[src/core/eeprom_loader_pkg.sv]
// constants, types and address map for the serial EEPROM loader
package eeprom_loader_pkg;

  // core clock and serial clock timing
  localparam int CLK_PERIOD_NS = 100;
  localparam int SCK_PERIOD_NS = 800;
  localparam logic [2:0] SCK_HALF_LAST = 3'(SCK_PERIOD_NS / (2 * CLK_PERIOD_NS) - 1);

  // serial EEPROM opcodes and frame lengths in bits
  localparam logic [7:0] OP_READ  = 8'h03;
  localparam logic [7:0] OP_WRITE = 8'h02;
  localparam logic [7:0] OP_WREN  = 8'h06;
  localparam logic [7:0] OP_RDSR  = 8'h05;
  localparam logic [5:0] NBITS_RW   = 6'h28;
  localparam logic [5:0] NBITS_WREN = 6'h08;
  localparam logic [5:0] NBITS_RDSR = 6'h10;
  localparam int         RDSR_WIP_BIT = 0;

  // load image layout, word addresses and byte offsets in the EEPROM
  localparam logic [15:0] SIGNATURE        = 16'h1516;
  localparam logic [7:0]  SIG_WORD         = 8'h00;
  localparam logic [7:0]  FIRST_LOAD_WORD  = 8'h01;
  localparam logic [7:0]  SHARED_FIRST_OFS = 8'h02;
  localparam logic [7:0]  SHARED_LAST_OFS  = 8'h1E;
  localparam logic [7:0]  PORT_FIRST_OFS   = 8'h20;
  localparam logic [7:0]  PORT_LAST_OFS    = 8'h8A;
  localparam logic [3:0]  PORT_SLOT_LAST   = 4'hA;
  localparam logic [7:0]  LOAD_LAST_OFS    = 8'h8A;

  // register byte offsets and fields
  localparam logic [7:0] REG_CTRL      = 8'h00;
  localparam logic [7:0] REG_RDATA     = 8'h04;
  localparam logic [7:0] REG_IRQ_STAT  = 8'h08;
  localparam logic [7:0] REG_IRQ_MASK  = 8'h0C;
  localparam logic [7:0] REG_STATUS    = 8'hA0;
  localparam int CTRL_START_BIT = 0;
  localparam int CTRL_WRITE_BIT = 1;
  localparam int STAT_BUSY_BIT  = 0;
  localparam int STAT_SIG_BIT   = 1;
  localparam int STAT_DONE_BIT  = 4;
  localparam int IRQ_ACCESS_BIT = 0;
  localparam int IRQ_LOAD_BIT   = 1;
  localparam logic [1:0] IRQ_RESET = 2'h0;

  // byte enables towards the configuration registers
  localparam logic [1:0] BE_BOTH = 2'h3;
  localparam logic [1:0] BE_LOW  = 2'h1;

  typedef enum logic [2:0] {
    GRP_SHARED  = 3'h0,
    GRP_LINK    = 3'h1,
    GRP_PHY_HI  = 3'h2,
    GRP_LANE    = 3'h3,
    GRP_PM      = 3'h4,
    GRP_SLOT    = 3'h5,
    GRP_BUDGET  = 3'h6,
    GRP_PM_CTRL = 3'h7
  } cfg_group_e;

  typedef struct packed {
    logic       valid;
    cfg_group_e group;
    logic [2:0] port;
    logic [3:0] index;
    logic [1:0] be;
  } cfg_target_s;

  typedef enum logic [7:0] {
    ST_BOOT = 8'h01,
    ST_SIG  = 8'h02,
    ST_LOAD = 8'h04,
    ST_IDLE = 8'h08,
    ST_RD   = 8'h10,
    ST_WREN = 8'h20,
    ST_WR   = 8'h40,
    ST_POLL = 8'h80
  } loader_state_e;

endpackage

[src/core/spi_word_if.sv]
// frame request and answer between loader sequencer and serial engine
`timescale 1ns/1ps
`default_nettype none
interface spi_word_if;
  logic        start;
  logic [5:0]  nbits;
  logic [39:0] txd;
  logic        busy;
  logic        done;
  logic [15:0] rxd;

  modport ctrl   (output start, output nbits, output txd, input busy, input done, input rxd);
  modport engine (input start, input nbits, input txd, output busy, output done, output rxd);
endinterface
`default_nettype wire

[src/core/spi_word_engine.sv]
// serial EEPROM frame engine: mode 0, msb first, clock divided from core clock
`timescale 1ns/1ps
`default_nettype none
module spi_word_engine
  import eeprom_loader_pkg::*;
(
  input  wire logic clk_i,      // core clock
  input  wire logic rst_n_i,    // synchronised reset, active low
  spi_word_if.engine frame,      // frame request and answer
  input  wire logic miso_i,     // data from the EEPROM, asynchronous
  output logic      sck_o,      // serial clock
  output logic      cs_n_o,     // chip select, active low
  output logic      mosi_o      // data towards the EEPROM
);

  logic        miso_meta;
  logic        miso_sync;
  logic        active;
  logic        done;
  logic [2:0]  div;
  logic [5:0]  bits;
  logic [39:0] sh;
  logic [15:0] rx;

  // data-out line comes from another timing domain
  always_ff @(posedge clk_i or negedge rst_n_i) begin
    if (!rst_n_i) begin
      miso_meta <= 1'b0;
      miso_sync <= 1'b0;
    end else begin
      miso_meta <= miso_i;
      miso_sync <= miso_meta;
    end
  end

  always_ff @(posedge clk_i or negedge rst_n_i) begin
    if (!rst_n_i) begin
      active <= 1'b0;
      done   <= 1'b0;
      sck_o  <= 1'b0;
      cs_n_o <= 1'b1;
      div    <= 3'h0;
      bits   <= 6'h00;
      sh     <= 40'h0;
      rx     <= 16'h0;
    end else begin
      done <= 1'b0;
      if (!active) begin
        if (frame.start) begin
          active <= 1'b1;
          cs_n_o <= 1'b0;
          sh     <= frame.txd;
          bits   <= frame.nbits;
          div    <= 3'h0;
        end
      end else if (div == SCK_HALF_LAST) begin
        div <= 3'h0;
        if (sck_o) begin
          sck_o <= 1'b0;
          sh    <= {sh[38:0], 1'b0};
          bits  <= bits - 6'h01;
        end else if (bits == 6'h00) begin
          // last low half elapsed: release select, keeps hold time
          active <= 1'b0;
          cs_n_o <= 1'b1;
          done   <= 1'b1;
        end else begin
          sck_o <= 1'b1;
          rx    <= {rx[14:0], miso_sync};
        end
      end else begin
        div <= div + 3'h1;
      end
    end
  end

  assign mosi_o     = sh[39];
  assign frame.busy = active;
  assign frame.done = done;
  assign frame.rxd  = rx;

endmodule // spi_word_engine
`default_nettype wire

[src/core/serial_eeprom_autoloader.sv]
// serial EEPROM loader: signature check, autoload, software word access, register slave
//
// The Avalon-MM register port and the register offsets are this design's own decisions.
`timescale 1ns/1ps
`default_nettype none

module serial_eeprom_autoloader
  import eeprom_loader_pkg::*;
(
  input  wire logic        core_clk_i,            // core clock, 10 MHz
  input  wire logic        rstn_i,                // reset, active low, asynchronous
  input  wire logic [7:0]  avs_address_i,         // register byte address
  input  wire logic        avs_read_i,            // read request
  input  wire logic        avs_write_i,           // write request
  input  wire logic [31:0] avs_writedata_i,       // write data
  input  wire logic [3:0]  avs_byteenable_i,      // write byte lanes
  output logic      [31:0] avs_readdata_o,        // read data
  output logic             avs_waitrequest_o,     // stall while the answer is pending
  output logic             irq_o,                 // level interrupt
  output logic             eeprom_serial_clock_o, // EEPROM serial clock
  output logic             eeprom_select_out_n_o, // EEPROM chip select, active low
  output logic             eeprom_serial_in_o,    // data into the EEPROM
  input  wire logic        eeprom_serial_out_i,   // data out of the EEPROM
  output logic             cfg_wr_o,              // loaded word write strobe
  output cfg_group_e       cfg_group_o,           // target register group
  output logic      [2:0]  cfg_port_o,            // target port
  output logic      [3:0]  cfg_index_o,           // word index in shared group
  output logic      [1:0]  cfg_byte_en_o,         // bytes of cfg_data_o to write
  output logic      [15:0] cfg_data_o,            // loaded word
  output logic             autoload_done_o        // load finished, host may access
);

  logic [1:0]    rst_pipe;
  logic          rst_n;
  loader_state_e state;
  spi_word_if    frame ();
  logic          go;
  logic [5:0]    go_nbits;
  logic [39:0]   go_txd;
  logic [7:0]    ld_word;
  logic          sig_ok;
  logic          load_done;
  logic          ctl_write;
  logic [7:0]    ctl_addr;
  logic [15:0]   ctl_wdata;
  logic [15:0]   rd_data;
  logic          start_pend;
  logic          ack;
  logic [1:0]    irq_stat;
  logic [1:0]    irq_mask;
  logic [1:0]    irq_evt;
  logic          access_evt;
  logic          bus_req;
  logic          wr_acc;
  logic [15:0]   rx_word;
  logic [7:0]    ld_ofs;
  cfg_target_s   tgt;

  // async assert, release through two flops
  always_ff @(posedge core_clk_i or negedge rstn_i) begin
    if (!rstn_i) begin
      rst_pipe <= 2'h0;
    end else begin
      rst_pipe <= {rst_pipe[0], 1'b1};
    end
  end
  assign rst_n = rst_pipe[1];

  spi_word_engine engine (
    .clk_i   (core_clk_i),
    .rst_n_i (rst_n),
    .frame   (frame.engine),
    .miso_i  (eeprom_serial_out_i),
    .sck_o   (eeprom_serial_clock_o),
    .cs_n_o  (eeprom_select_out_n_o),
    .mosi_o  (eeprom_serial_in_o)
  );

  assign frame.start = go;
  assign frame.nbits = go_nbits;
  assign frame.txd   = go_txd;

  // first received byte is the low byte of the word
  assign rx_word = {frame.rxd[7:0], frame.rxd[15:8]};
  assign ld_ofs  = {ld_word[6:0], 1'b0};

  // where each image word lands in configuration space
  function automatic cfg_target_s map_word(input logic [7:0] ofs);
    cfg_target_s t;
    t.valid = 1'b0;
    t.group = GRP_SHARED;
    t.port  = 3'h0;
    t.index = 4'h0;
    t.be    = BE_BOTH;
    if (ofs >= SHARED_FIRST_OFS && ofs <= SHARED_LAST_OFS) begin
      t.valid = 1'b1;
      t.index = ofs[4:1];
    // per-port groups, 16 bytes apart, six ports each
    end else if (ofs >= PORT_FIRST_OFS && ofs <= PORT_LAST_OFS && ofs[3:0] <= PORT_SLOT_LAST) begin
      t.valid = 1'b1;
      t.group = cfg_group_e'(3'(ofs[7:4] - 4'h1));
      t.port  = ofs[3:1];
      t.be    = (t.group == GRP_PM_CTRL) ? BE_LOW : BE_BOTH;
    end
    return t;
  endfunction

  assign tgt = map_word(ld_ofs);

  always_ff @(posedge core_clk_i or negedge rst_n) begin
    if (!rst_n) begin
      state      <= ST_BOOT;
      go         <= 1'b0;
      go_nbits   <= 6'h00;
      go_txd     <= 40'h0;
      ld_word    <= SIG_WORD;
      sig_ok     <= 1'b0;
      load_done  <= 1'b0;
      rd_data    <= 16'h0;
      access_evt <= 1'b0;
    end else begin
      go         <= 1'b0;
      access_evt <= 1'b0;
      if (state == ST_IDLE) load_done <= 1'b1;
      unique case (state)
        // fetch the signature without software help
        ST_BOOT: begin
          go       <= 1'b1;
          go_nbits <= NBITS_RW;
          // byte address is twice the word address
          go_txd   <= {OP_READ, 7'h00, SIG_WORD, 1'b0, 16'h0};
          state    <= ST_SIG;
        end
        ST_SIG: if (frame.done) begin
          if (rx_word == SIGNATURE) begin
            sig_ok   <= 1'b1;
            ld_word  <= FIRST_LOAD_WORD;
            go       <= 1'b1;
            go_nbits <= NBITS_RW;
            go_txd   <= {OP_READ, 7'h00, FIRST_LOAD_WORD, 1'b0, 16'h0};
            state    <= ST_LOAD;
          end else begin
            // skip the load, open host access
            load_done <= 1'b1;
            state     <= ST_IDLE;
          end
        end
        ST_LOAD: if (frame.done) begin
          // last word; done follows in idle, after its write
          if (ld_ofs == LOAD_LAST_OFS) begin
            state     <= ST_IDLE;
          end else begin
            ld_word  <= ld_word + 8'h01;
            go       <= 1'b1;
            go_nbits <= NBITS_RW;
            go_txd   <= {OP_READ, 7'h00, 8'(ld_word + 8'h01), 1'b0, 16'h0};
          end
        end
        // a start outside idle is dropped
        ST_IDLE: if (start_pend) begin
          go <= 1'b1;
          if (ctl_write) begin
            go_nbits <= NBITS_WREN;
            go_txd   <= {OP_WREN, 32'h0};
            state    <= ST_WREN;
          end else begin
            go_nbits <= NBITS_RW;
            go_txd   <= {OP_READ, 7'h00, ctl_addr, 1'b0, 16'h0};
            state    <= ST_RD;
          end
        end
        ST_RD: if (frame.done) begin
          rd_data    <= rx_word;
          access_evt <= 1'b1;
          state      <= ST_IDLE;
        end
        ST_WREN: if (frame.done) begin
          go       <= 1'b1;
          go_nbits <= NBITS_RW;
          go_txd   <= {OP_WRITE, 7'h00, ctl_addr, 1'b0, ctl_wdata[7:0], ctl_wdata[15:8]};
          state    <= ST_WR;
        end
        ST_WR: if (frame.done) begin
          go       <= 1'b1;
          go_nbits <= NBITS_RDSR;
          go_txd   <= {OP_RDSR, 32'h0};
          state    <= ST_POLL;
        end
        // poll until the internal write cycle ends
        ST_POLL: if (frame.done) begin
          if (frame.rxd[RDSR_WIP_BIT]) begin
            go       <= 1'b1;
            go_nbits <= NBITS_RDSR;
            go_txd   <= {OP_RDSR, 32'h0};
          end else begin
            access_evt <= 1'b1;
            state      <= ST_IDLE;
          end
        end
      endcase
    end
  end

  always_ff @(posedge core_clk_i or negedge rst_n) begin
    if (!rst_n) begin
      cfg_wr_o      <= 1'b0;
      cfg_group_o   <= GRP_SHARED;
      cfg_port_o    <= 3'h0;
      cfg_index_o   <= 4'h0;
      cfg_byte_en_o <= 2'h0;
      cfg_data_o    <= 16'h0;
    end else begin
      cfg_wr_o <= (state == ST_LOAD) && frame.done && tgt.valid;
      if ((state == ST_LOAD) && frame.done) begin
        cfg_group_o   <= tgt.group;
        cfg_port_o    <= tgt.port;
        cfg_index_o   <= tgt.index;
        cfg_byte_en_o <= tgt.be;
        // low and high bytes as stored
        cfg_data_o    <= rx_word;
      end
    end
  end

  assign autoload_done_o = load_done;

  // bus slave: answer one cycle after the request is seen
  assign bus_req           = avs_read_i | avs_write_i;
  assign avs_waitrequest_o = bus_req & ~ack;
  assign wr_acc            = avs_write_i & ack;

  always_ff @(posedge core_clk_i or negedge rst_n) begin
    if (!rst_n) begin
      ack            <= 1'b0;
      avs_readdata_o <= 32'h0;
    end else begin
      ack <= bus_req & ~ack;
      if (avs_read_i && !ack) begin
        unique case (avs_address_i)
          REG_CTRL:     avs_readdata_o <= {ctl_wdata, ctl_addr, 6'h00, ctl_write, 1'b0};
          REG_RDATA:    avs_readdata_o <= {16'h0, rd_data};
          REG_IRQ_STAT: avs_readdata_o <= {30'h0, irq_stat};
          REG_IRQ_MASK: avs_readdata_o <= {30'h0, irq_mask};
          REG_STATUS:   avs_readdata_o <= {27'h0, load_done, 2'h0, sig_ok, state != ST_IDLE};
          default:      avs_readdata_o <= 32'h0;
        endcase
      end
    end
  end

  always_ff @(posedge core_clk_i or negedge rst_n) begin
    if (!rst_n) begin
      ctl_write  <= 1'b0;
      ctl_addr   <= 8'h00;
      ctl_wdata  <= 16'h0;
      start_pend <= 1'b0;
    end else begin
      start_pend <= 1'b0;
      if (wr_acc && avs_address_i == REG_CTRL) begin
        if (avs_byteenable_i[0]) begin
          ctl_write  <= avs_writedata_i[CTRL_WRITE_BIT];
          start_pend <= avs_writedata_i[CTRL_START_BIT];
        end
        if (avs_byteenable_i[1]) ctl_addr <= avs_writedata_i[15:8];
        if (avs_byteenable_i[2]) ctl_wdata[7:0] <= avs_writedata_i[23:16];
        if (avs_byteenable_i[3]) ctl_wdata[15:8] <= avs_writedata_i[31:24];
      end
    end
  end

  // sticky events; a new event beats a same-cycle clear
  assign irq_evt = {(state == ST_LOAD || state == ST_SIG) && frame.done && load_done == 1'b0
                    && (ld_ofs == LOAD_LAST_OFS || (state == ST_SIG && rx_word != SIGNATURE)),
                    access_evt};

  always_ff @(posedge core_clk_i or negedge rst_n) begin
    if (!rst_n) begin
      irq_stat <= IRQ_RESET;
      irq_mask <= IRQ_RESET;
    end else begin
      if (wr_acc && avs_address_i == REG_IRQ_STAT && avs_byteenable_i[0]) begin
        irq_stat <= (irq_stat & ~avs_writedata_i[1:0]) | irq_evt;
      end else begin
        irq_stat <= irq_stat | irq_evt;
      end
      if (wr_acc && avs_address_i == REG_IRQ_MASK && avs_byteenable_i[0]) begin
        irq_mask <= avs_writedata_i[1:0];
      end
    end
  end

  assign irq_o = |(irq_stat & irq_mask);

endmodule // serial_eeprom_autoloader
`default_nettype wire

[config.mk]
export PLATFORM = sky130hd
export DESIGN_NAME = serial_eeprom_autoloader
export DESIGN_NICKNAME = d
export VERILOG_FILES = /design/src/core/eeprom_loader_pkg.sv /design/src/core/spi_word_if.sv /design/src/core/spi_word_engine.sv /design/src/core/serial_eeprom_autoloader.sv
export SDC_FILE = /design/constraint.sdc
export NUM_CORES = 1
export LEC_CHECK = 0
export BUFFER_PORTS_ARGS = -buffer_cell sky130_fd_sc_hd__buf_2
export CAP_MARGIN = 20
export CORE_UTILIZATION = 59
export DETAILED_ROUTE_END_ITERATION = 10
export GPL_TIMING_DRIVEN = 0
export PLACE_DENSITY = 0.8
export SKIP_LAST_GASP = 1
export SYNTH_ARGS = -nofsm -noshare
export SYNTH_HDL_FRONTEND = slang
export SYNTH_HIERARCHICAL = 1
export SYNTH_SLANG_ARGS = --single-unit
[constraint.sdc]
create_clock -name core_clk_i -period 8.5 [get_ports core_clk_i]
set_input_delay 1.7 -clock core_clk_i [delete_from_list [all_inputs] [get_ports core_clk_i]]
set_output_delay 1.7 -clock core_clk_i [all_outputs]
set_load 0.05 [all_outputs]
==> results.md <==
- Met2 Usage GRT: 0.4316
- RSZ-0062 raised after global routing: false
- Iteration-0 DRC Markers: about 380
- Vias in the first global route: ~7,500
- Static leakage: 6.353 nW
- Vias per cell: a little under 6
- Crit. End Element: output port
- Skew-Pair Late Insertion Delay: between 0.5 and 0.6 ns
- Final Setup Violations: 0
- Synth top area cells: dfrtp_1 55%, mux2_2 5.9%, mux2i_1 5.0%
- Pin count of the biggest net entering global routing: 68
- Placed cell count: roughly 1,200
- Status: finished, final reports clean
- Post-CTS Setup Inserts: 0
- Minimum clock period: 3.940 ns
- Share of the synthesized area in the top cell type: 0.5486
- TritonCTS clock tree: done
- GRT Total Usage: 0.2628
- Met1 Use GR: 0.3633
- DIE AREA: roughly 18,000 um^2
- Maximum achievable frequency: approximately 250 MHz
- Initial DRT Pass Iterations: 5
- Switching Power: a little under 0.5 mW
- Initial Utilization: 0.6039
- Warnings from Yosys: 6
- WS Path Type: in -> out
- Fin area: ~12,000 um^2
- Clock Sink Count: about 230
- I/O Buffers: 107
- CP max FO: 4
- Syn avg cell area: 11.84 um^2
- Max Transition Viols Final: 0
- Largest area contributor in the netlist: dfrtp_1
- Commonest non-fill, non-tap cell in the layout: dfrtp_1
- Final hold viol count: 0
- IO Pins: 116
- CTS H-tree depth: 1
- Synth unique cells: 75
- Combinational share of power: 0.036
- Sequential power share: 0.486
- Post-route ant nets: 0
- Slew @ Worst Pin: ~0.84 ns
- Clk buf depth: 3
- Drt drc: 0
- Commonest cells after routing, fill and taps aside: 228 x dfrtp_1, 117 x buf_2, 92 x o21ai_0
- Layout Skew: slightly above 0.008 ns
- Reg clk slew, reported paths: around 0.060 ns
- Ant diodes: 0
- GR Util met3: 0.03604
- Worst vdd ir: 173.5 uV
- Hold_ws: approximately 0.35 ns
- Post_cts resized: 0
- Die width: ~140 um
- HPWL after DPL: 15,870 um
- Clock root cell: clkbuf_16
- Filler cells: about 1,200
- Crit path DAT: 2.24 ns
- CTS buffer count: 24
- Layout cell share with drive strength beyond 1: 0.2709
- Average wire per standard cell: around 18 um
- Ys async rst share: 1.000
- Tcrit/Tclk final: 0.4636
- WP data required: 6.80 ns
- Chip Height: about 140 um
- Hold crit path type: reg -> reg
- Ys flop type: dfrtp_1
- Clock power share: 0.478
- CORE AREA: approximately 17,000 um^2
- Fin cells: 1,277
- Cell area power density: between 150 and 200 nW/um^2
- Initial antenna violation count: 0
- First-pass GRT wire length: 38,010 um
- Gpl congestion: roughly 0.85
- Cell count after synthesis: 882
- Register area share after synthesis: 0.5536
- Nets: roughly 1,100
- Pint: around 1.8 mW
- Gr busiest metal: met2
- Cell area after synthesis: around 10,000 um^2
- Max_cap viols: 0
- Dpl cell area: roughly 11,000 um^2
- Yosys reg bits: around 230
- Hold-fix buffers, CTS: 0
- Sw Ratio: 0.2122
- Row count: 48
- Overflow after GRT: 0
- Vias: approximately 7,500
- Number of flops mapped to enable cells by yosys: 0
- Area Growth Syn to Fin: 17.33%
- Max_slew headroom: 0.4338
- Post-Route WL: 23,320 um
- CP Launch Type: input port
## cell usage after synthesis (3+ instances only)
cell type,count
inv_1,25
mux2i_1,52
a21o_1,6
mux2_4,30
a32oi_1,3
or3_1,3
nor3b_1,5
nand2_1,87
nor2_1,21
buf_6,4
nand3_1,48
buf_2,10
or4_4,3
clkbuf_1,32
nor4bb_1,3
a31o_1,10
xnor2_1,6
a22oi_1,11
nand4b_1,3
o21ai_0,92
mux2_2,55
nand4_1,8
nor4_1,3
a22o_1,9
o21bai_1,3
a21oi_1,7
ha_1,10
nand2_4,3
o22ai_1,4
a31o_2,6
nand2b_1,5
xor2_1,4
dfrtp_1,229
and3_1,21
## stage by stage
step           setup slack [ns]    util  power, mW  TNS (ns)
6_report                  4.560  0.7086      2.338         0
5_1_grt                   4.522  0.7086      2.408         0
4_1_cts                   4.559  0.7086      2.351         0
3_5_place_dp              4.562  0.6597      1.239         0
3_3_place_gp            -0.8312  0.6547      1.232   -185.04
2_1_floorplan             1.589       -      1.203         0
## registers in the layout (all words and copies together) (netlist names), 6 cells and up
signal,cells
avs_readdata_o,32
cfg_data_o,16
ctl_addr,8
ctl_wdata,16
engine/bits,6
engine/frame.rxd,16
engine/sh,40
frame.txd,27
ld_word,8
rd_data,16
state,8
## worst paths after layout
check,from,endpoint,slack [ns],cells past startpoint
max,avs_write_i,avs_waitrequest_o,4.56,4
min,engine/miso_meta,engine/miso_sync,0.35,0
max reg2reg,ld_word[2],frame.txd[34],5.68,8
min reg2reg,engine/miso_meta,engine/miso_sync,0.35,0
max in group asynchronous,rst_pipe[1],state[0],7.05,2
min in group asynchronous,rst_pipe[1],cfg_data_o[15],0.36,0
## power groups by stage
stage	clock network, mW	registers, mW	logic [mW]
3_3_place_gp	0	1.17	0.0599
4_1_cts	1.13	1.14	0.0836
2_1_floorplan	0	1.16	0.0413
6_report	1.12	1.14	0.0832
5_1_grt	1.18	1.14	0.0924
3_5_place_dp	0	1.16	0.0826
## logic make-up after synthesis
logic type | count (synthesis) | synth area share
other | 2 | 0.0007189
adder cells (fa/ha/maj) | 10 | 0.01198
AO/OA/AOI/OAI | 173 | 0.1071
buffers and inverters | 76 | 0.03318
multiplexers | 140 | 0.1565
flip-flops | 231 | 0.5536
AND/OR/NAND/NOR | 240 | 0.1285
XOR/XNOR | 10 | 0.008384
## worst max-delay path: stages
cell	delay (ns)
buf_2	0.11
nor2_1	0.05
nor2_1	0.10
buf_2	0.28
## metal layers
metal | vias to the layer above | wire, um
li1 | 3458 | -
met1 | 3780 | 10470
met2 | 191 | 11320
met3 | 46 | 937
met4 | 0 | 591
met5 | - | 0
## layout make-up
cell class | instances | area (um^2) | share of cell area
timing repair buffer | 110 | 618.1 | 0.05043
sequential | 231 | 5787 | 0.4721
inverter | 25 | 93.84 | 0.007656
buffer | 51 | 252.7 | 0.02062
clock inverter | 8 | 140.1 | 0.01143
tap | 225 | 281.5 | 0.02297
multi-input combinational | 591 | 4377 | 0.3571
clock buffer | 36 | 706.9 | 0.05768
No activity file was read; power rests on OpenSTA's default activity.
